### src/pkg/fabric_pkg.sv
// Purpose: shared types and constants for the core bus fabric and ADC trigger path
// Assumes: one core clock for every bus; no software-visible registers in this block
// Notes: region bounds are word addresses on the primary data address bus

package fabric_pkg;

  localparam int ADDR_W = 24;
  localparam int PADDR_W = 21;
  localparam int WIDE_W = 32;
  localparam int NARROW_W = 16;
  localparam int ADDR_MSB = 23;
  localparam int TIMER_W = 16;

  localparam logic [23:0] DRAM_FIRST = 24'h000000;
  localparam logic [23:0] DRAM_LAST = 24'h001FFF;
  localparam logic [23:0] DFLASH_FIRST = 24'h004000;
  localparam logic [23:0] DFLASH_LAST = 24'h004FFF;
  localparam logic [23:0] PERIPH_FIRST = 24'h00F000;
  localparam logic [23:0] PERIPH_LAST = 24'h00FFFF;

  localparam logic TRIG_PERIODIC = 1'h0;
  localparam logic TRIG_DELAYED = 1'h1;
  localparam logic [15:0] TIMER_ONE = 16'h0001;
  localparam logic [15:0] TIMER_ZERO = 16'h0000;

  typedef enum logic [1:0] {
    SZ_BYTE = 2'h0,
    SZ_WORD = 2'h1,
    SZ_LONG = 2'h2
  } access_size_e;

  typedef enum logic [3:0] {
    TGT_DRAM = 4'h1,
    TGT_DFLASH = 4'h2,
    TGT_EXT = 4'h4,
    TGT_PERIPH = 4'h8
  } target_e;

  typedef enum logic [2:0] {
    TS_IDLE = 3'h1,
    TS_PERIODIC = 3'h2,
    TS_DELAY = 3'h4
  } trig_state_e;

  typedef struct packed {
    logic valid;
    logic write;
    access_size_e size;
    logic [23:0] primary_data_address_bus;
    logic [31:0] wdata;
  } data_req_s;

  typedef struct packed {
    logic rd;
    logic wr;
    logic [20:0] addr;
    logic [31:0] wdata;
  } prog_req_s;

  typedef struct packed {
    logic rd;
    logic [23:0] secondary_data_address_bus;
  } sec_req_s;

  typedef struct packed {
    logic rd;
    logic wr;
    access_size_e size;
    logic [23:0] addr;
    logic [31:0] wdata;
  } slave32_s;

  typedef struct packed {
    logic rd;
    logic wr;
    access_size_e size;
    logic [23:0] addr;
    logic [15:0] wdata;
  } slave16_s;

  typedef struct packed {
    logic rd;
    logic wr;
    logic [20:0] addr;
    logic [15:0] wdata;
  } prog_slave_s;

endpackage

### src/adc_trigger_timer.sv
// Purpose: timer channel that starts ADC conversions, periodic or delayed from PWM reload
// Assumes: PWM reload pulse comes from logic on CORE_CLK, one cycle wide
// Notes: period 0 gives no periodic pulses; a reload during a delay restarts it

`timescale 1ns/1ns

module adc_trigger_timer (
  input wire logic clk, // core clock
  input wire logic reset_n, // async reset, active low
  input wire logic enable, // channel runs
  input wire logic mode, // periodic or delayed
  input wire logic [15:0] period, // cycles between periodic pulses
  input wire logic [15:0] delay, // delay after reload pulse
  input wire logic pwm_reload, // reload pulse from PWM
  output logic start // conversion start pulse
);

  fabric_pkg::trig_state_e state_r, state_nxt;
  logic [15:0] count_r, count_nxt;
  logic start_r, start_nxt;

  always_comb begin
    state_nxt = state_r;
    count_nxt = count_r;
    start_nxt = 1'b0;
    unique case (state_r)
      fabric_pkg::TS_IDLE: begin
        if (enable && mode == fabric_pkg::TRIG_PERIODIC && period != fabric_pkg::TIMER_ZERO) begin
          state_nxt = fabric_pkg::TS_PERIODIC;
          count_nxt = period - fabric_pkg::TIMER_ONE;
        end else if (enable && mode == fabric_pkg::TRIG_DELAYED && pwm_reload) begin
          state_nxt = fabric_pkg::TS_DELAY; // RQ2
          count_nxt = delay;
        end
      end
      fabric_pkg::TS_PERIODIC: begin
        if (!enable || mode != fabric_pkg::TRIG_PERIODIC || period == fabric_pkg::TIMER_ZERO) begin
          state_nxt = fabric_pkg::TS_IDLE;
        end else if (count_r == fabric_pkg::TIMER_ZERO) begin
          start_nxt = 1'b1; // RQ1
          count_nxt = period - fabric_pkg::TIMER_ONE;
        end else begin
          count_nxt = count_r - fabric_pkg::TIMER_ONE;
        end
      end
      fabric_pkg::TS_DELAY: begin
        if (!enable || mode != fabric_pkg::TRIG_DELAYED) begin
          state_nxt = fabric_pkg::TS_IDLE;
        end else if (pwm_reload) begin
          count_nxt = delay; // RQ3
        end else if (count_r == fabric_pkg::TIMER_ZERO) begin
          start_nxt = 1'b1; // RQ3
          state_nxt = fabric_pkg::TS_IDLE;
        end else begin
          count_nxt = count_r - fabric_pkg::TIMER_ONE;
        end
      end
      default: begin
        state_nxt = fabric_pkg::TS_IDLE;
      end
    endcase
  end

  always_ff @(posedge clk or negedge reset_n) begin
    if (!reset_n) begin
      state_r <= fabric_pkg::TS_IDLE;
      count_r <= fabric_pkg::TIMER_ZERO;
      start_r <= 1'b0;
    end else begin
      state_r <= state_nxt;
      count_r <= count_nxt;
      start_r <= start_nxt;
    end
  end

  assign start = start_r;

endmodule

### src/core_bus_fabric_adc_sync.sv
// Purpose: core bus fabric joining core to program, data, flash, external and peripheral targets
// Assumes: slaves return read data in the cycle after their strobe; one core clock
// Notes: every path has the same three-cycle read latency, peripherals included
// Overview of operation
// RQ1 - a timer channel can issue periodic ADC conversion start pulses.
// RQ2 - in delayed mode the PWM reload pulse feeds the timer instead of the ADC.
// RQ3 - after a reload pulse the timer waits the programmed delay, then starts the ADC.
// RQ4 - the data RAM port is 32 bits wide and every other memory data port 16 bits.
// RQ5 - flash control goes over the peripheral bus while flash data moves directly.
// RQ6 - program memory uses a 21-bit address and returns 16-bit words.
// RQ7 - program memory writes use only the low 16 bits of the core write bus.
// RQ8 - primary data reads return up to 32 bits on the core read bus.
// RQ9 - the primary address bus carries byte, word and long accesses.
// RQ10 - peripheral registers are decoded from the primary data address space.
// RQ11 - the secondary address bus reads words only and returns 16 bits.
// RQ12 - the peripheral bus runs at the data memory rate with no added cycles.
// RQ13 - peripheral writes take core write data and reads return on the core read bus.
// RQ14 - byte accesses have the top address bit forced to zero.
// RQ15 - each primary address goes to exactly one target.

`timescale 1ns/1ns

module core_bus_fabric_adc_sync (
  input wire logic CORE_CLK, // core clock, 20 MHz
  input wire logic RESET_N, // async reset, active low
  input fabric_pkg::prog_req_s CORE_PREQ, // program memory request
  output logic [15:0] CORE_PRDATA, // program read bus
  output logic CORE_PRVALID, // program read data valid
  input fabric_pkg::data_req_s CORE_XREQ, // primary data request
  output logic [31:0] CORE_RDATA, // core read bus
  output logic CORE_RVALID, // core read data valid
  input fabric_pkg::sec_req_s CORE_SREQ, // secondary read request
  output logic [15:0] CORE_SRDATA, // secondary read bus
  output logic CORE_SRVALID, // secondary read data valid
  output fabric_pkg::prog_slave_s PMEM_REQ, // program memory strobe
  input wire logic [15:0] PMEM_RDATA, // program memory read data
  output fabric_pkg::slave32_s DRAM_REQ, // data RAM primary port
  input wire logic [31:0] DRAM_RDATA, // data RAM read data
  output fabric_pkg::slave16_s DRAM2_REQ, // data RAM secondary port
  input wire logic [15:0] DRAM2_RDATA, // data RAM secondary read data
  output fabric_pkg::slave16_s DFLASH_REQ, // data flash array port
  input wire logic [15:0] DFLASH_RDATA, // data flash read data
  output fabric_pkg::slave16_s EXT_REQ, // external interface port
  input wire logic [15:0] EXT_RDATA, // external read data
  output fabric_pkg::slave16_s PERIPH_REQ, // peripheral register bus
  input wire logic [15:0] PERIPH_RDATA, // peripheral read data
  input wire logic TRIG_ENABLE, // trigger channel enable
  input wire logic TRIG_MODE, // periodic or delayed
  input wire logic [15:0] TRIG_PERIOD, // periodic interval
  input wire logic [15:0] TRIG_DELAY, // delay after reload
  input wire logic PWM_RELOAD, // PWM reload pulse
  output logic ADC_START // ADC conversion start pulse
);

  function automatic fabric_pkg::target_e decode(input logic [23:0] a);
    if (a >= fabric_pkg::DRAM_FIRST && a <= fabric_pkg::DRAM_LAST) begin
      decode = fabric_pkg::TGT_DRAM;
    end else if (a >= fabric_pkg::DFLASH_FIRST && a <= fabric_pkg::DFLASH_LAST) begin
      decode = fabric_pkg::TGT_DFLASH;
    end else if (a >= fabric_pkg::PERIPH_FIRST && a <= fabric_pkg::PERIPH_LAST) begin
      decode = fabric_pkg::TGT_PERIPH; // RQ10
    end else begin
      decode = fabric_pkg::TGT_EXT;
    end
  endfunction

  fabric_pkg::prog_slave_s pmem_r, pmem_nxt;
  fabric_pkg::slave32_s dram_r, dram_nxt;
  fabric_pkg::slave16_s dram2_r, dram2_nxt;
  fabric_pkg::slave16_s dflash_r, dflash_nxt;
  fabric_pkg::slave16_s ext_r, ext_nxt;
  fabric_pkg::slave16_s periph_r, periph_nxt;
  fabric_pkg::target_e tgt1_r, tgt1_nxt, tgt2_r, tgt2_nxt;
  logic xrd1_r, xrd1_nxt, xrd2_r, xrd2_nxt;
  logic prd1_r, prd1_nxt, prd2_r, prd2_nxt;
  logic srd1_r, srd1_nxt, srd2_r, srd2_nxt;
  logic [31:0] rdata_r, rdata_nxt;
  logic [15:0] prdata_r, prdata_nxt, srdata_r, srdata_nxt;
  logic rvalid_r, rvalid_nxt, prvalid_r, prvalid_nxt, srvalid_r, srvalid_nxt;
  logic [23:0] eff_addr;
  fabric_pkg::target_e tgt;
  logic xrd, xwr;

  always_comb begin
    eff_addr = CORE_XREQ.primary_data_address_bus;
    if (CORE_XREQ.size == fabric_pkg::SZ_BYTE) begin
      eff_addr[fabric_pkg::ADDR_MSB] = 1'b0; // RQ14
    end
    tgt = decode(eff_addr); // RQ15
    xrd = CORE_XREQ.valid && !CORE_XREQ.write;
    xwr = CORE_XREQ.valid && CORE_XREQ.write;

    // program side: 16-bit data, low half of write bus only
    pmem_nxt.rd = CORE_PREQ.rd; // RQ6
    pmem_nxt.wr = CORE_PREQ.wr && !CORE_PREQ.rd;
    pmem_nxt.addr = CORE_PREQ.addr; // RQ6
    pmem_nxt.wdata = CORE_PREQ.wdata[15:0]; // RQ7

    // every target sees the same fields; only its own strobe is set
    dram_nxt.rd = xrd && tgt == fabric_pkg::TGT_DRAM; // RQ15
    dram_nxt.wr = xwr && tgt == fabric_pkg::TGT_DRAM;
    dram_nxt.size = CORE_XREQ.size; // RQ9
    dram_nxt.addr = eff_addr;
    dram_nxt.wdata = CORE_XREQ.wdata; // RQ4
    dflash_nxt.rd = xrd && tgt == fabric_pkg::TGT_DFLASH; // RQ5
    dflash_nxt.wr = xwr && tgt == fabric_pkg::TGT_DFLASH;
    dflash_nxt.size = CORE_XREQ.size;
    dflash_nxt.addr = eff_addr;
    dflash_nxt.wdata = CORE_XREQ.wdata[15:0]; // RQ4
    ext_nxt.rd = xrd && tgt == fabric_pkg::TGT_EXT;
    ext_nxt.wr = xwr && tgt == fabric_pkg::TGT_EXT;
    ext_nxt.size = CORE_XREQ.size;
    ext_nxt.addr = eff_addr;
    ext_nxt.wdata = CORE_XREQ.wdata[15:0];
    periph_nxt.rd = xrd && tgt == fabric_pkg::TGT_PERIPH; // RQ12
    periph_nxt.wr = xwr && tgt == fabric_pkg::TGT_PERIPH; // RQ5
    periph_nxt.size = CORE_XREQ.size;
    periph_nxt.addr = eff_addr;
    periph_nxt.wdata = CORE_XREQ.wdata[15:0]; // RQ13

    // secondary port: words only, size field fixed
    dram2_nxt.rd = CORE_SREQ.rd; // RQ11
    dram2_nxt.wr = 1'b0;
    dram2_nxt.size = fabric_pkg::SZ_WORD; // RQ11
    dram2_nxt.addr = CORE_SREQ.secondary_data_address_bus;
    dram2_nxt.wdata = 16'h0000;

    // read return pipeline, equal depth for all targets
    xrd1_nxt = xrd;
    tgt1_nxt = xrd ? tgt : tgt1_r;
    xrd2_nxt = xrd1_r;
    tgt2_nxt = tgt1_r;
    prd1_nxt = CORE_PREQ.rd;
    prd2_nxt = prd1_r;
    srd1_nxt = CORE_SREQ.rd;
    srd2_nxt = srd1_r;

    rvalid_nxt = xrd2_r; // RQ12
    rdata_nxt = rdata_r;
    if (xrd2_r) begin
      unique case (tgt2_r)
        fabric_pkg::TGT_DRAM: rdata_nxt = DRAM_RDATA; // RQ8
        fabric_pkg::TGT_DFLASH: rdata_nxt = {16'h0000, DFLASH_RDATA};
        fabric_pkg::TGT_EXT: rdata_nxt = {16'h0000, EXT_RDATA};
        fabric_pkg::TGT_PERIPH: rdata_nxt = {16'h0000, PERIPH_RDATA}; // RQ13
      endcase
    end
    prvalid_nxt = prd2_r;
    prdata_nxt = prd2_r ? PMEM_RDATA : prdata_r; // RQ6
    srvalid_nxt = srd2_r;
    srdata_nxt = srd2_r ? DRAM2_RDATA : srdata_r; // RQ11
  end

  always_ff @(posedge CORE_CLK or negedge RESET_N) begin
    if (!RESET_N) begin
      pmem_r <= '0;
      dram_r <= '0;
      dram2_r <= '0;
      dflash_r <= '0;
      ext_r <= '0;
      periph_r <= '0;
      tgt1_r <= fabric_pkg::TGT_DRAM;
      tgt2_r <= fabric_pkg::TGT_DRAM;
      xrd1_r <= 1'b0;
      xrd2_r <= 1'b0;
      prd1_r <= 1'b0;
      prd2_r <= 1'b0;
      srd1_r <= 1'b0;
      srd2_r <= 1'b0;
      rdata_r <= 32'h00000000;
      prdata_r <= 16'h0000;
      srdata_r <= 16'h0000;
      rvalid_r <= 1'b0;
      prvalid_r <= 1'b0;
      srvalid_r <= 1'b0;
    end else begin
      pmem_r <= pmem_nxt;
      dram_r <= dram_nxt;
      dram2_r <= dram2_nxt;
      dflash_r <= dflash_nxt;
      ext_r <= ext_nxt;
      periph_r <= periph_nxt;
      tgt1_r <= tgt1_nxt;
      tgt2_r <= tgt2_nxt;
      xrd1_r <= xrd1_nxt;
      xrd2_r <= xrd2_nxt;
      prd1_r <= prd1_nxt;
      prd2_r <= prd2_nxt;
      srd1_r <= srd1_nxt;
      srd2_r <= srd2_nxt;
      rdata_r <= rdata_nxt;
      prdata_r <= prdata_nxt;
      srdata_r <= srdata_nxt;
      rvalid_r <= rvalid_nxt;
      prvalid_r <= prvalid_nxt;
      srvalid_r <= srvalid_nxt;
    end
  end

  // start output is the timer's own flip-flop
  adc_trigger_timer trig_timer (
    .clk(CORE_CLK),
    .reset_n(RESET_N),
    .enable(TRIG_ENABLE),
    .mode(TRIG_MODE),
    .period(TRIG_PERIOD),
    .delay(TRIG_DELAY),
    .pwm_reload(PWM_RELOAD),
    .start(ADC_START)
  );

  assign PMEM_REQ = pmem_r;
  assign DRAM_REQ = dram_r;
  assign DRAM2_REQ = dram2_r;
  assign DFLASH_REQ = dflash_r;
  assign EXT_REQ = ext_r;
  assign PERIPH_REQ = periph_r;
  assign CORE_RDATA = rdata_r;
  assign CORE_RVALID = rvalid_r;
  assign CORE_PRDATA = prdata_r;
  assign CORE_PRVALID = prvalid_r;
  assign CORE_SRDATA = srdata_r;
  assign CORE_SRVALID = srvalid_r;

endmodule

### config.mk
export PLATFORM = sky130hd
export DESIGN_NAME = core_bus_fabric_adc_sync
export DESIGN_NICKNAME = d
export VERILOG_FILES = /design/src/pkg/fabric_pkg.sv /design/src/adc_trigger_timer.sv /design/src/core_bus_fabric_adc_sync.sv
export SDC_FILE = /design/constraint.sdc
export NUM_CORES = 1
export LEC_CHECK = 0
export ABC_AREA = 1
export ABC_CLOCK_PERIOD_IN_PS = 2100
export BUFFER_PORTS_ARGS = -buffer_cell sky130_fd_sc_hd__buf_2
export CORE_AREA = 10 10 240 242
export CTS_BUF_LIST = sky130_fd_sc_hd__clkbuf_4 sky130_fd_sc_hd__clkbuf_8
export CTS_CLUSTER_DIAMETER = 200
export DETAILED_ROUTE_END_ITERATION = 12
export DIE_AREA = 0 0 250 252
export HOLD_SLACK_MARGIN = 0.02
export PLACE_DENSITY = 0.41
export SLEW_MARGIN = 20
export SYNTH_ARGS = -nofsm -noshare
export SYNTH_HDL_FRONTEND = slang
export SYNTH_SLANG_ARGS = --single-unit
export TNS_END_PERCENT = 100
### constraint.sdc
create_clock -name CORE_CLK -period 2.1 [get_ports CORE_CLK]
set_input_delay 0 -clock CORE_CLK [delete_from_list [all_inputs] [get_ports CORE_CLK]]
set_output_delay 0 -clock CORE_CLK [all_outputs]
set_load 0.01 [all_outputs]
Yosys cells after proc, flatten, opt, wreduce, memory -nomap -nowiden
Cells that the tools add are included.
{"block": "word_totals", "register_bits": 246, "in_bits": 289, "output_inout_bits": 343, "wordCells": 117}
{"block": "classes", "addsub": 2, "magnitude_cmp": 6, "eq_ne": 18, "mux": 25, "bitwise": 1, "n_reduce_logical": 31}
{"cell": "$pmux 32 s4", "count": 1}
{"cell": "$mux 16", "count": 7}
{"cell": "$pmux 16 s3", "count": 1}
{"cell": "$logic_not 16->1", "count": 2}
{"cell": "$sub 16x1->16 const B", "count": 2}
{"cell": "$ge 24x1->1 const B", "count": 1}
{"cell": "$ge 24x15->1 const B", "count": 1}
{"cell": "$ge 24x16->1 const B", "count": 1}
{"cell": "$le 24x13->1 const B", "count": 1}
{"cell": "$le 24x15->1 const B", "count": 1}
{"cell": "$le 24x16->1 const B", "count": 1}
{"cell": "$logic_and 1x1->1", "count": 18}
{"cell": "$mux 3", "count": 6}
{"cell": "$reduce_bool 16->1", "count": 1}
{"cell": "$mux 4", "count": 3}
{"cell": "$pmux 3 s3", "count": 1}
{"cell": "$eq 4x1->1 const B", "count": 2}
{"cell": "$eq 4x2->1 const B", "count": 2}
{"cell": "$eq 4x3->1 const B", "count": 2}
{"cell": "$eq 4x4->1 const B", "count": 2}
{"cell": "$ne 3x1->1 const B", "count": 2}
{"cell": "$mux 1", "count": 5}
{"cell": "$reduce_and 5->1", "count": 1}
{"cell": "$ne 2x2->1 const B", "count": 2}
{"cell": "13 further kinds", "count": 17}

Depth between registers and ports, before layout
Gate-level depths: netlist of run 1.
{"block": "logic_depth", "word_depth": 9, "ltp_mapped": 13, "depth_no_buf": 13}

By module
From an unflattened synthesis of run 1, not the netlist that was laid out.
{"block": "hier_totals", "cells_unflattened": 1113, "area_unflattened_um2": 10423.7}
{"mod": "core_bus_fabric_adc_sync", "instances": 1, "cells_each": 657, "area_per_inst_um2": 7933.9, "seq_area_each_um2": 5257.5}
{"mod": "adc_trigger_timer", "instances": 1, "cells_each": 456, "area_per_inst_um2": 2489.9, "seq_area_each_um2": 501.7}

Worst setup path after synthesis of run 1
Ideal clock, no wire load.
{"block": "synth_timing", "path_type": "register -> register", "start": "register trig_timer.count_r[0]", "end": "register trig_timer.count_r[14]", "setup_time_ps": 113, "t_arrival_ps": 1529, "required_ps": 1987, "setup_slack_ps": 458, "path_stages_with_launch": 13, "n_path_buf": 1, "synth_period_minus_slack_ps": 1642, "path_cell_list": "dfrtp_1 -> inv_1 -> ha_1 -> nand2_2 -> nor2_4 -> nand3_1 -> nor2_1 -> nor2_2 -> nand3_2 -> buf_6 -> nand2_1 -> nand2_1 -> inv_1"}
{"block": "synth_between", "elab_chain_len": 5, "word_cells_on_any_way": 10, "classes_between": "1 x add/sub; 1 x eq/ne; 6 x mux; 2 x reduce/logical"}
{"element": "start, declared", "line_no": "adc_trigger_timer.sv:19", "rtl": "logic [15:0] count_r, count_nxt;"}
{"element": "start signal, assigned", "line_no": "adc_trigger_timer.sv:67", "rtl": "count_r <= fabric_pkg::TIMER_ZERO;"}
{"element": "start signal, assigned", "line_no": "adc_trigger_timer.sv:71", "rtl": "count_r <= count_nxt;"}
{"element": "$sub 16x1->16", "line_no": "adc_trigger_timer.sv:43, adc_trigger_timer.sv:55"}
{"element": "$mux 16", "line_no": "adc_trigger_timer.sv:51", "rtl": "end else if (count_r == fabric_pkg::TIMER_ZERO) begin"}
{"element": "$mux 16", "line_no": "adc_trigger_timer.sv:49", "rtl": "end else if (pwm_reload) begin"}
{"element": "$mux 16", "line_no": "adc_trigger_timer.sv:47", "rtl": "if (!enable || mode != fabric_pkg::TRIG_DELAYED) begin"}
{"element": "$pmux 16 s3", "line_no": "adc_trigger_timer.sv:26", "rtl": "unique case (state_r)"}
Parallel ways exist; a longest one is shown, timed or not. The select of a mux whose other input is x is not followed.
A chain may end at the register's enable or synchronous reset.

Worst setup path after layout of run 1
{"block": "layout_timing", "start": "register tgt2_r[0]", "end": "register rdata_r[4] (netlist: CORE_RDATA[4])"}
{"block": "layout_between", "elab_chain_len": 2, "word_cells_on_any_way": 5, "classes_between": "4 x eq/ne; 1 x mux"}
{"element": "start, declared", "line_no": "core_bus_fabric_adc_sync.sv:73", "rtl": "fabric_pkg::target_e tgt1_r, tgt1_nxt, tgt2_r, tgt2_nxt;"}
{"element": "start signal, assigned", "line_no": "core_bus_fabric_adc_sync.sv:163", "rtl": "tgt2_r <= fabric_pkg::TGT_DRAM;"}
{"element": "start signal, assigned", "line_no": "core_bus_fabric_adc_sync.sv:184", "rtl": "tgt2_r <= tgt2_nxt;"}
{"element": "$eq 4x4->1 (tied with other cells)", "line_no": "core_bus_fabric_adc_sync.sv:141", "rtl": "unique case (tgt2_r)"}
{"element": "$pmux 32 s4 (*)", "line_no": "core_bus_fabric_adc_sync.sv:141"}
{"element": "end signal, assigned", "line_no": "core_bus_fabric_adc_sync.sv:191", "rtl": "rdata_r <= rdata_nxt;"}
{"element": "end, declared", "line_no": "core_bus_fabric_adc_sync.sv:77", "rtl": "logic [31:0] rdata_r, rdata_nxt;"}
Every way passes the cells marked *; elsewhere a longest branch is shown, timed or not.

==> results of run 1 <==
[report_power, final]
group,switching [uW],internal (uW)
registers,367,4910
clock network,1950,2780
logic,1940,1600
[how the worst max path moves through the flow]
stage | startpoint | to | slack [ns] | depth (start not counted)
finish | tgt2_r[0]$_DFF_PN1_ | CORE_RDATA[4]$_DFFE_PN0P_ | 0.13 | 7
global placement | trig_timer.state_r[0]$_DFFE_PN1P_ | trig_timer.count_r[15]$_DFFE_PN0P_ | 0.29 | 9
floorplan | trig_timer.count_r[0]$_DFFE_PN0P_ | trig_timer.count_r[14]$_DFFE_PN0P_ | 0.46 | 12
CTS | tgt2_r[1]$_DFF_PN0_ | CORE_RDATA[4]$_DFFE_PN0P_ | 0.04 | 7
detailed placement | trig_timer.count_r[5]$_DFFE_PN0P_ | trig_timer.count_r[13]$_DFFE_PN0P_ | 0.27 | 9
global route | trig_timer.count_r[0]$_DFFE_PN0P_ | trig_timer.state_r[2]$_DFFE_PN0P_ | 0.002 | 8
[stage by stage]
step | hold WS, ns | worst slack, ns | std cells | utilization (%) | power, uW
2_1_floorplan | -0.296 | 0.458 | 1060 | - | 7230
3_3_place_gp | 0.0237 | 0.290 | 2200 | 25.2 | 8410
6_report | 0.0738 | 0.126 | 2627 | 33.7 | 13600
5_1_grt | 0.0267 | 0.00227 | 2627 | 33.7 | 14400
3_5_place_dp | 0.0265 | 0.275 | 2200 | 25.2 | 8410
4_1_cts | 0.0206 | 0.0407 | 2622 | 33.6 | 13800
[timing repair]
item                                   CTS  global route
gates resized for setup                  0             4
endpoints found under the hold margin  446             0
setup buffers                            0             2
hold buffers                           346             0
setup endpoints to repair                0             3
[placed cells by master (no fill, tap or decap), drive strengths merged, types with 10 or more instances in the layout]
cell type,n
clkbuf,73
inv,99
a21oi,21
conb,19
nand2,214
nand3,62
mux2,32
buf,620
nand4,11
o21ai,39
xor2,10
dlygate4sd3,346
nor2,118
o221ai,14
dfrtp,227
[flip-flops by register name (all words and copies together) (netlist names), 16 cells and up]
register and cells:
CORE_PRDATA 16, CORE_RDATA 32, CORE_SRDATA 16, DRAM2_REQ 25
DRAM_REQ 19, PERIPH_REQ 43, PMEM_REQ 38, trig_timer.count_r 16
[cell type report]
type | count | area share (%)
Tap cell | 688 | 4.87
Antenna cell | 3 | 0.0425
Inverter | 99 | 2.10
Clock buffer | 73 | 5.05
Clock inverter | 3 | 0.227
Sequential cell | 230 | 32.6
Multi-Input combinational cell | 565 | 17.2
Timing Repair Buffer | 966 | 37.9
[kinds of logic after synthesis]
| group | count (synthesis) | synth area share [%] |
|---|---|---|
| other | 2 | 0.0730 |
| buffers and inverters | 265 | 15.3 |
| AO/OA/AOI/OAI | 82 | 4.71 |
| adder cells (fa/ha/maj) | 2 | 0.243 |
| AND/OR/NAND/NOR | 416 | 19.0 |
| XOR/XNOR | 14 | 1.19 |
| multiplexers | 32 | 3.50 |
| flip-flops | 230 | 56.0 |
[per-layer routing]
metal	vias to the layer above	share of wire, %	global-route usage [%]
met5	-	0	0
met4	0	2.7	5.09
met3	71	7.5	4.28
met2	387	52	24.4
met1	4711	38	14.7
li1	4871	-	-
==> results.md, run 1 <==
Status:
- The flow ran to the end, and the final reports show no timing, DRC or antenna violations.

Worst setup path:
- In this run the register-to-register setup slack is about 0.13 ns.
- The endpoint identified for the worst register-to-register timing path is CORE_RDATA[4]$_DFFE_PN0P_.
- The largest fanout on the critical path is 14.
- The number of cell instances on the worst register-to-register path is 7.
- The slowest stage of the critical path belongs to the cell sky130_fd_sc_hd__dlygate4sd3_1.
- The worst setup path is launched from a flip-flop.
- STA classifies the critical path endpoint as a flip-flop.
- At the worst endpoint, the required time is around 2.5 ns.
- The count of buffering cells on the critical path with inverters included is 2.
- The path type of the worst setup path is flip-flop to flip-flop.
- The delay of the slowest critical-path stage is 0.58 ns.
- The worst register-to-register path begins at tgt2_r[0]$_DFF_PN1_.
- The critical path goes through nor2_4 -> nand3_1 -> buf_6 -> o221ai_1 -> dlygate4sd3_1 -> a21oi_1 -> o21ai_1.
- The kind of cell with the highest combined delay on the critical path is buffers and inverters.
- The data arrival time at the worst-slack endpoint is approximately 2.4 ns.

Timing:
- On the final layout, the worst clock skew is 0.0242 ns.
- Setup violations remaining at the end of the flow were counted as 0.
- The clock period could shrink to slightly below 2 ns.
- Setup repair after global routing left no endpoint under its margin.
- The headroom to the max-slew limit is between 50% and 60%.
- The peak clock frequency supported by timing is between 500 and 600 MHz.
- The final count of pins violating max slew was 0.
- At the pin with the least slew margin, the transition time is 0.710 ns.
- Dividing the final minimum period by the clock period gives a little over nine tenths.
- After routing, the total negative slack on setup checks comes to 0 ns.
- The number of hold-slack violations in the final timing report is 0.

Global route:
- The first-pass GRT wire length is 67,800 microns.
- The all-layer global routing usage is 13.6%.
- The via count of the first global-routing pass is roughly 11,000.
- The global route total overflow is 0.
- The number of antenna violations at the first check in global routing was 4.
- The pin count of the biggest net entering global routing is 66.

Synthesis:
- Among all flip-flop cells after synthesis, the most frequent one is sky130_fd_sc_hd__dfrtp_1.
- The number of enable flip-flop cells after synthesis is 0.
- The library cell with the highest instance count after synthesis is sky130_fd_sc_hd__dfrtp_1.
- The share of the Yosys chip area taken by registers is between 50% and 60%.
- Ranked by instance count, the synthesized netlist is headed by sky130_fd_sc_hd__dfrtp_1, sky130_fd_sc_hd__nand2_1, sky130_fd_sc_hd__buf_4.
- The number of instances in the synthesized netlist is roughly 1,000.
- Counting flops with an async set or reset pin after synthesis yields a share of 100%.
- For this run, the number of Yosys warnings is 0.
- The largest total area in the synthesized netlist belongs to sky130_fd_sc_hd__dfrtp_1.
- Each instance of the synthesized netlist takes up on average roughly 9.9 sq um.
- The number of different library cells in the post-synthesis netlist is 39.
- After synthesis the netlist holds a flip-flop and latch count of between 200 and 250.
- The synthesized design devotes to its leading area cell type between 50 and 60% of total area.
- The post-synthesis instance area is approximately 0.010 sq mm.
- By area the synthesized netlist is led by sky130_fd_sc_hd__dfrtp_1, sky130_fd_sc_hd__buf_4, sky130_fd_sc_hd__nand2_1.

Power:
- The peak supply drop is ~450 uV.
- For this design the ratio of total power to cell area is 767 mW/mm^2.
- The leakage power summed over all cells is about 0.009 uW.

Worst hold path:
- The hold path endpoint is PERIPH_REQ[0]$_DFF_PN0_.
- The start point of the worst hold path is CORE_XREQ[0].
- In this run the worst hold path is classified as primary input to flip-flop.
- The worst hold path was traced through 2 stages.

Placement:
- The congestion estimate from routability-driven global placement came to about 0.84.
- In this run the cell area measured after placement is between 0.01 and 0.015 sq mm.
- The quantity of I/O buffers inserted on ports is between 500 and 600.
- Once detailed placement completed, the half-perimeter wirelength came to approximately 33,000 microns.

CTS:
- The clock drives between 200 and 250 sinks.
- The TritonCTS clock tree is done.
- Clock latency on the worst-skew pair, taken at its later pin, is 0.58 ns.
- The cell sitting at the root of the clock tree is a sky130_fd_sc_hd__clkbuf_8.
- The CTS clock-pin slew for the worst setup and hold paths is around 0.060 ns.
- In this run, CTS created clock tree buffers numbering 44.
- The clock passes through at most 3 buffers.
- The deepest level of the CTS H-tree is 2.

Route:
- The first TritonRoute pass finished after 4 iterations.
- The detail-routed net length per standard cell is 16.8 microns.
- Summed over all layers, the routed wires come to around 44,000 microns.
- The antenna violation net count after detailed routing is 0.
- In the routed layout, each cell is associated on average with a via count of 3.82.
- The detailed router placed approximately 10,000 vias in this run.
- The DRC marker count from the first detailed-route iteration is around 280.
- The DRC violations left is 0.

Die:
- The count of pins on the block boundary is ~630.
- For this configuration, the core starts out at a cell density of about 20%.
- The die covers 0.0630 sq mm.
- The width of the die is 250 microns.
- The core region area is ~0.052 sq mm.
- The chip height is 252 microns.
- The initialized floorplan defines 84 standard-cell rows.

Cells and area:
- The layout has between 5,000 and 6,000 filler cells.
- The total number of nets in the final design is roughly 2,200.
- The design area is around 0.018 sq mm.
- The fraction of layout instances using a drive strength above 1 is about two fifths.
- The combined flip-flop and latch cell area is between 0.005 and 0.006 sq mm.
- The relative area change from synthesis to final layout is 71.7%.
- The multi-input gate area in the final layout is 0.00303 sq mm.

Job:
- The max-cap violation count is 0.
Power figures use the tool's default switching activity.
==> run 2: changes to the inputs <==
--- a/config.mk
+++ b/config.mk
@@ -7,5 +7,5 @@
 export LEC_CHECK = 0
 export ABC_AREA = 1
-export ABC_CLOCK_PERIOD_IN_PS = 2100
+export ABC_CLOCK_PERIOD_IN_PS = 2500
 export BUFFER_PORTS_ARGS = -buffer_cell sky130_fd_sc_hd__buf_2
 export CORE_AREA = 10 10 240 242
==> constraint.sdc (replaced) <==
create_clock -name CORE_CLK -period 2.5 [get_ports CORE_CLK]
set_input_delay 0 -clock CORE_CLK [delete_from_list [all_inputs] [get_ports CORE_CLK]]
set_output_delay 0 -clock CORE_CLK [all_outputs]
set_load 0.05 [all_outputs]
==> run 2 against run 1 <==
Register-to-register slack better by 0.03 ns. Power down 5.7%. Highest routed layer is now met5. Clock-buffer cell count down 8. Cell area down 0.17%. Global-route usage down 0.094 points. Sequential cell count unchanged. Sequential power down 16%. Largest cell class unchanged. Via count up 0.36%. Critical path depth up 6.
==> results.md, run 2 (same netlist as run 1, synthesis figures left out) <==
Status:
- Run status: completed (unchanged).

Route:
- The total wire length after detailed routing is 44,200 microns (about the same).
- The average vias per placed instance is 3.85 (was 3.82).
- The first-pass iteration count of the detailed router is 5 (was 4).
- The detail-routed net length per standard cell is 16.9 microns (was 16.8 microns).
- The antenna violation net count after detailed routing was 0 (unchanged).
- The DRC marker count from the first detailed-route iteration is 324 (was 278).
- The DRC violations left is 0 (unchanged).
- The via count is 10,100 (was 10,000).

Placement:
- The weighted congestion reported at the end of routability-driven placement was 0.833 (was 0.839).
- The placed cell count is 2,190 (was 2,200).
- The quantity of I/O buffers inserted on ports is 597 (unchanged).
- The detailed placer's ending HPWL is 32,700 microns (was 33,000 microns).

Timing:
- Subtracting the final worst setup slack from the clock period gives 2.43 ns.
- In the finished design, the share of the clock period the worst path needs comes to between 90% and 100%.
- The accumulated negative setup slack is 0 ns (unchanged).
- The number of hold-slack violations in the final timing report is 0 (unchanged).
- The total setup violations reported at the end of the flow is 0 (unchanged).
- The transition time at the pin with the least slew margin is 0.771 ns (was 0.710 ns).
- The clock tree skew after final layout is 0.0345 ns (was 0.0242 ns).
- The peak clock frequency supported by timing is 411 MHz.
- The headroom to the max-slew limit was 48.6% (was 52.7%).
- RSZ-0062 raised after global routing: no (unchanged).
- The final count of pins violating max slew is 0 (unchanged).

Global route:
- The number of antenna violations at the first check in global routing is 5 (was 4).
- The pin count of the biggest net entering global routing is 56 (was 66).
- The global route total overflow is 0 (unchanged).
- The first-pass GRT wire length is 67,200 microns (was 67,800 microns).
- The via count of the first global-routing pass is 11,000 (was 11,300).
- The all-layer global routing usage came to 13.5% (was 13.6%).

CTS:
- The number of buffers between clock root and the deepest sink is 3 (unchanged).
- The CTS sink count is 230 (unchanged).
- The clock latency reported for the late side of the worst-skew pair was 0.60 ns (was 0.58 ns).
- The master cell of the clock root buffer is sky130_fd_sc_hd__clkbuf_8 (unchanged).
- The deepest level of the CTS H-tree came to 2 (unchanged).
- The number of buffers created by CTS is 44 (unchanged).
- The CTS clock-pin slew for the worst setup and hold paths is 0.06 ns (about the same).
- The TritonCTS clock tree is done (unchanged).

Cells and area:
- The final standard cell count with taps included and fillers excluded was 2,615 (was 2,627).
- The flip-flop count of the largest register after layout came to 43 (unchanged).
- The relative area change from synthesis to final layout was 71.4% (was 71.7%).
- The fraction of layout instances using a drive strength above 1 is 40.9% (about the same).
- The post-layout utilization of the core was 33.6% (was 33.7%).
- The total number of nets in the final design came to 2,186 (was 2,197).
- Most frequent cells in the layout: sky130_fd_sc_hd__buf_2, sky130_fd_sc_hd__dlygate4sd3_1, sky130_fd_sc_hd__dfrtp_1 (unchanged).
- The most common cell after layout, fill and taps aside is sky130_fd_sc_hd__buf_2 (unchanged).

Power:
- The leakage power summed over all cells is 0.00897 uW (was 0.00902 uW).
- The peak supply drop is 484 uV (was 445 uV).
- The cell area power density is 725 mW/mm^2 (was 767 mW/mm^2).

Worst setup path:
- The kind of cell with the highest combined delay on the critical path was buffers and inverters (unchanged).
- The data required time of the critical path is 2.98 ns (was 2.54 ns).
- The critical path startpoint category is a primary input (was flip-flop).
- The largest fanout on the critical path was 7 (was 14).
- The data arrival time at the worst-slack endpoint is 2.91 ns (was 2.42 ns).
- The nature of the critical path endpoint is a flip-flop (unchanged).
- The slowest library cell on the worst path is sky130_fd_sc_hd__dlygate4sd3_1 (unchanged).
- The path type of the worst setup path is primary input to flip-flop (was flip-flop to flip-flop).
- The count of buffering cells on the critical path with inverters included is 5 (was 2).
- The delay of the slowest critical-path stage is 0.55 ns (was 0.58 ns).
- Sequence of cells on the critical path: dlygate4sd3_1 -> buf_2 -> nor2_4 -> nand2_8 -> nand2_1 -> dlygate4sd3_1 -> o21ai_0 -> dlygate4sd3_1 -> nand2_1 -> nand3_1 -> dlygate4sd3_1 -> nand2_1 -> nand2_1 (was nor2_4 -> nand3_1 -> buf_6 -> o221ai_1 -> dlygate4sd3_1 -> a21oi_1 -> o21ai_1).

Worst hold path:
- The class of the tightest hold or removal check is primary input to flip-flop (unchanged).

Die:
- The chip height came to 252 microns (unchanged).
- The width of the die is 250 microns (unchanged).
- The core region area came to 0.0524 sq mm (unchanged).
- The number of rows in the core area is 84 (unchanged).
- The count of pins on the block boundary is 632 (unchanged).
- The die area is 0.0630 sq mm (unchanged).
- The effective utilization at floorplan is 19.6% (unchanged).

Job:
- The max-cap violation count is 0 (unchanged).
## run 2: worst paths after layout
kind                                              startpoint                           endpoint  slack (ns)  cells past startpoint
max                                                TRIG_MODE  trig_timer.count_r[0]$_DFFE_PN0P_        0.07                     13
min                                             CORE_SREQ[5]            DRAM2_REQ[21]$_DFF_PN0_        0.09                      2
max reg2reg                trig_timer.count_r[0]$_DFFE_PN0P_  trig_timer.count_r[0]$_DFFE_PN0P_        0.16                     12
min reg2reg                                 xrd1_r$_DFF_PN0_               rvalid_nxt$_DFF_PN0_        0.35                      0
max in group asynchronous                            RESET_N         CORE_RDATA[30]$_DFFE_PN0P_        1.41                      4
min in group asynchronous                            RESET_N         CORE_PRDATA[1]$_DFFE_PN0P_        0.45                      3
## run 2: report_power, final
part           internal (uW)  switching (uW)  leakage, uW
logic                   1400            2740      0.00571
registers               4120             325      0.00275
clock network           2490            1700     0.000507
total                   8020            4770      0.00897
## run 2: per-stage QoR
step / hold slack [ns] / setup slack, ns / area [sq um] / total power, uW
global route: 0.0403 / 0.00776 / 17600 / 13600
global placement: 0.0654 / 0.572 / 13100 / 8110
finish: 0.0944 / 0.0685 / 17600 / 12800
CTS: 0.0202 / 0.0193 / 17500 / 13000
detailed placement: 0.0700 / 0.548 / 13100 / 8120
floorplan: -0.296 / 0.858 / 10400 / 7180
## run 2: routing by layer
layer  GRT usage, %  part of all wire (%)  vias to the layer above
li1               -                     -                     4853
met1           14.2                    37                     4756
met2           24.7                    52                      402
met3           4.82                   8.3                       63
met4           4.10                   2.1                        2
met5              0                 0.018                        -
## run 2: layout make-up
cell class / instances / area, sq um
timing repair buffer: 955 / 6590
tap: 688 / 861
clock inverter: 9 / 131
clock buffer: 65 / 857
fill: 5353 / 34800
sequential: 230 / 5760
multi-input combinational: 565 / 3050
inverter: 99 / 374
antenna: 4 / 10.0
## run 2: worst register-to-register path, cell delays in order (launching register included)
cell and delay (ns):
sky130_fd_sc_hd__dfrtp_1 0.37, sky130_fd_sc_hd__inv_1 0.11, sky130_fd_sc_hd__ha_2 0.25, sky130_fd_sc_hd__nand2_2 0.14, sky130_fd_sc_hd__inv_1 0.16, sky130_fd_sc_hd__nand4_1 0.17
sky130_fd_sc_hd__nand2_4 0.16, sky130_fd_sc_hd__inv_2 0.07, sky130_fd_sc_hd__nand2_1 0.08, sky130_fd_sc_hd__nand3_1 0.07, sky130_fd_sc_hd__dlygate4sd3_1 0.55, sky130_fd_sc_hd__nand2_1 0.06
sky130_fd_sc_hd__nand2_1 0.04
## run 2: timing repair
item                                    in CTS  in global routing
hold buffers                               342                  0
buffers inserted                             0                  6
hold endpoints to repair                   426                  0
resized for setup                            0                 11
endpoints found under the setup margin       0                 28
==> run 3: changes to the inputs <==
==> constraint.sdc (replaced) <==
create_clock -name CORE_CLK -period 2.5 [get_ports CORE_CLK]
set_input_delay 0.25 -clock CORE_CLK [delete_from_list [all_inputs] [get_ports CORE_CLK]]
set_output_delay 0.25 -clock CORE_CLK [all_outputs]
set_load 0.05 [all_outputs]
==> run 3 against run 2 <==
Cell area shrank 8.7%. Fmax grew 11%. Clock power decreased by 6.9%. Critical path depth down 5. Sequential share of layout area is 3.1 points higher. Power is 4.8% lower. Global-route usage is 0.73 points lower. Sequential power about the same. Die area is the same. Setup slack improved by 0.24 ns. First-iteration DRC count fell by 8.0%.
==> results.md, run 3 (same netlist as run 1, synthesis figures left out) <==
Global route:
- The most utilized layer in the global route result was met2 (unchanged).
- The global-route track usage on met2 came to 22.7% (was 24.7%).
- The first-pass GRT wire length was 63,700 microns (was 67,200 microns).
- The pin count of the biggest net entering global routing is 62 (was 56).
- The routing usage on met1 came to 13.5% (was 14.2%).
- The global route total overflow is 0 (unchanged).
- The all-layer global routing usage is 12.7% (was 13.5%).
- The via count of the first global-routing pass was 10,600 (was 11,000).
- The number of antenna violations at the first check in global routing is 3 (was 5).
- The met3 track demand over resource in global routing is 4.80% (was 4.82%).

Timing:
- The accumulated negative setup slack is 0 ns (unchanged).
- The final count of pins violating max slew is 0 (unchanged).
- The smallest setup slack after layout is 0.308 ns (was 0.0685 ns).
- The headroom to the max-slew limit is 49.5% (was 48.6%).
- The portion of the clock cycle consumed by the worst path in the final layout was 87.7% (was 97.3%).
- The clock tree skew after final layout is 0.0362 ns (was 0.0345 ns).
- The total setup violations reported at the end of the flow is 0 (unchanged).
- The shortest period the worst path allows is 2.19 ns (was 2.43 ns).
- The transition time at the pin with the least slew margin was 0.758 ns (was 0.771 ns).
- The peak clock frequency supported by timing came to 456 MHz (was 411 MHz).
- The number of hold-slack violations in the final timing report is 0 (unchanged).
- RSZ-0062 raised after global routing: no (unchanged).

Die:
- The number of rows in the core area is 84 (unchanged).
- The width of the die is 250 microns (unchanged).
- The count of pins on the block boundary is 632 (unchanged).
- The effective utilization at floorplan came to 19.6% (unchanged).
- The chip height was 252 microns (unchanged).
- The die area was 0.0630 sq mm (unchanged).
- The core region area is 0.0524 sq mm (unchanged).

Power:
- The leakage power summed over all cells is 0.00834 uW (was 0.00897 uW).
- The peak supply drop came to 391 uV (was 484 uV).
- The total power of the final layout was 12,200 uW (was 12,800 uW).
- The cell area power density is 755 mW/mm^2 (was 725 mW/mm^2).

Worst hold path:
- The hold path endpoint is trig_timer.state_r[2]$_DFFE_PN0P_ (was DRAM2_REQ[21]$_DFF_PN0_).
- The depth of the worst hold-timing path is 5 (was 2).
- The class of the tightest hold or removal check is primary input to flip-flop (unchanged).
- The start point of the worst hold path was TRIG_ENABLE (was CORE_SREQ[5]).

CTS:
- The number of buffers between clock root and the deepest sink is 3 (unchanged).
- The number of buffers inserted to repair setup after CTS is 0 (unchanged).
- The TritonCTS clock tree is done (unchanged).
- The clock latency reported for the late side of the worst-skew pair is 0.60 ns (about the same).
- The CTS sink count is 230 (unchanged).
- The count of hold-fix buffers inserted at cts was 206 (was 342).
- The number of buffers created by CTS is 44 (unchanged).
- The master cell of the clock root buffer is sky130_fd_sc_hd__clkbuf_8 (unchanged).
- The CTS clock-pin slew for the worst setup and hold paths is 0.06 ns (about the same).
- The deepest level of the CTS H-tree was 2 (unchanged).
- The post-cts repair resize count came to 0 (unchanged).

Cells and area:
- The flip-flop count of the largest register after layout is 43 (unchanged).
- The total number of nets in the final design is 2,044 (was 2,186).
- The post-layout utilization of the core was 30.7% (was 33.6%).
- The most common cell after layout, fill and taps aside is sky130_fd_sc_hd__buf_2 (unchanged).
- The design area is 0.0161 sq mm (was 0.0176 sq mm).
- The fraction of layout instances using a drive strength above 1 is 43.5% (was 40.9%).
- The relative area change from synthesis to final layout was 56.6% (was 71.4%).
- Most frequent cells in the layout: sky130_fd_sc_hd__buf_2, sky130_fd_sc_hd__dfrtp_1, sky130_fd_sc_hd__dlygate4sd3_1 (was sky130_fd_sc_hd__buf_2, sky130_fd_sc_hd__dlygate4sd3_1, sky130_fd_sc_hd__dfrtp_1).

Worst setup path:
- The critical path startpoint category is a flip-flop (was primary input).
- The data required time of the critical path is 2.95 ns (was 2.98 ns).
- The endpoint of the lowest-slack register-to-register path is CORE_RDATA[8]$_DFFE_PN0P_ (was trig_timer.count_r[0]$_DFFE_PN0P_).
- The path type of the worst setup path was flip-flop to flip-flop (was primary input to flip-flop).
- The largest fanout on the critical path is 16 (was 7).
- The beginning of the worst register-to-register path is tgt2_r[1]$_DFF_PN0_ (was trig_timer.count_r[0]$_DFFE_PN0P_).
- The number of cell instances on the worst register-to-register path was 8 (was 12).
- The nature of the critical path endpoint is a flip-flop (unchanged).
- The setup slack of the worst register-to-register path was 0.31 ns (was 0.16 ns).
- The data arrival time at the worst-slack endpoint came to 2.64 ns (was 2.91 ns).

Route:
- The DRC marker count from the first detailed-route iteration is 298 (was 324).
- The total wire length after detailed routing is 41,500 microns (was 44,200 microns).
- The average vias per placed instance came to 3.80 (was 3.85).
- The antenna violation net count after detailed routing is 0 (unchanged).
- The detail-routed net length per standard cell came to 16.8 microns (was 16.9 microns).
- The DRC violations left is 0 (unchanged).
- The first-pass iteration count of the detailed router is 4 (was 5).
- The via count was 9,394 (was 10,100).

Job:
- The max-cap violation count was 0 (unchanged).

Placement:
- The detailed placer's ending HPWL is 32,600 microns (was 32,700 microns).
- The area of placed instances is 0.0131 sq mm (about the same).
- The weighted congestion reported at the end of routability-driven placement came to 0.841 (was 0.833).
- The quantity of I/O buffers inserted on ports is 597 (unchanged).
- The pre-CTS setup slack is 0.487 ns (was 0.548 ns).

Status:
- Run status: completed (unchanged).
-- run 3: changes by cell type in the layout (fill, tap and decap cells not counted), sizes merged --
| cell | previous run | this run |
|---|---|---|
| diode | 4 | 2 |
| buf | 614 | 607 |
| dlygate4sd3 | 341 | 206 |
| bufinv | 3 | 1 |
| clkinvlp | 3 | 2 |
| clkbuf | 65 | 70 |
-- run 3: critical path: stages, from the launching register on --
cell and delay, ns:
sky130_fd_sc_hd__dfrtp_1 0.40, sky130_fd_sc_hd__nor2_4 0.22, sky130_fd_sc_hd__buf_4 0.23, sky130_fd_sc_hd__nand2_1 0.13
sky130_fd_sc_hd__nand3_2 0.12, sky130_fd_sc_hd__inv_2 0.13, sky130_fd_sc_hd__a21oi_1 0.20, sky130_fd_sc_hd__dlygate4sd3_1 0.58
sky130_fd_sc_hd__o21ai_1 0.06
-- run 3: metal layers --
metal	wire, microns	up-vias
met3	3720	61
met4	1120	2
li1	-	4559
met5	7	-
met1	15600	4380
met2	21000	392
-- run 3: layout make-up --
cell class	instances	area, sq um
clock inverters	6	60.1
well taps	688	861
multi-input cells	565	3020
fillers	5498	36300
inverters	99	372
clock buffers	70	857
diodes	2	5.00
repair buffers	813	5170
flip-flops and latches	230	5760
-- run 3: power breakdown --
group | switching (uW) | internal (uW)
combinational | 2680 | 1150
sequential | 315 | 4130
clock | 1640 | 2260
-- run 3: stage by stage --
stage / cells / hold WS [ns]
2_1_floorplan: 1060 / -0.0456
3_3_place_gp: 2189 / 0.238
3_5_place_dp: 2189 / 0.245
4_1_cts: 2471 / 0.0212
5_1_grt: 2472 / 0.0608
6_report: 2473 / 0.0771
-- run 3: worst max-delay path by stage --
stage          slack (ns)                         startpoint                                  to
2_1_floorplan        0.86  trig_timer.count_r[0]$_DFFE_PN0P_  trig_timer.count_r[14]$_DFFE_PN0P_
3_3_place_gp         0.49                     TRIG_PERIOD[0]  trig_timer.count_r[15]$_DFFE_PN0P_
3_5_place_dp         0.49                     TRIG_PERIOD[0]  trig_timer.count_r[15]$_DFFE_PN0P_
4_1_cts              0.32                tgt2_r[1]$_DFF_PN0_           CORE_RDATA[8]$_DFFE_PN0P_
5_1_grt              0.20                tgt2_r[1]$_DFF_PN0_           CORE_RDATA[8]$_DFFE_PN0P_
6_report             0.31                tgt2_r[1]$_DFF_PN0_           CORE_RDATA[8]$_DFFE_PN0P_
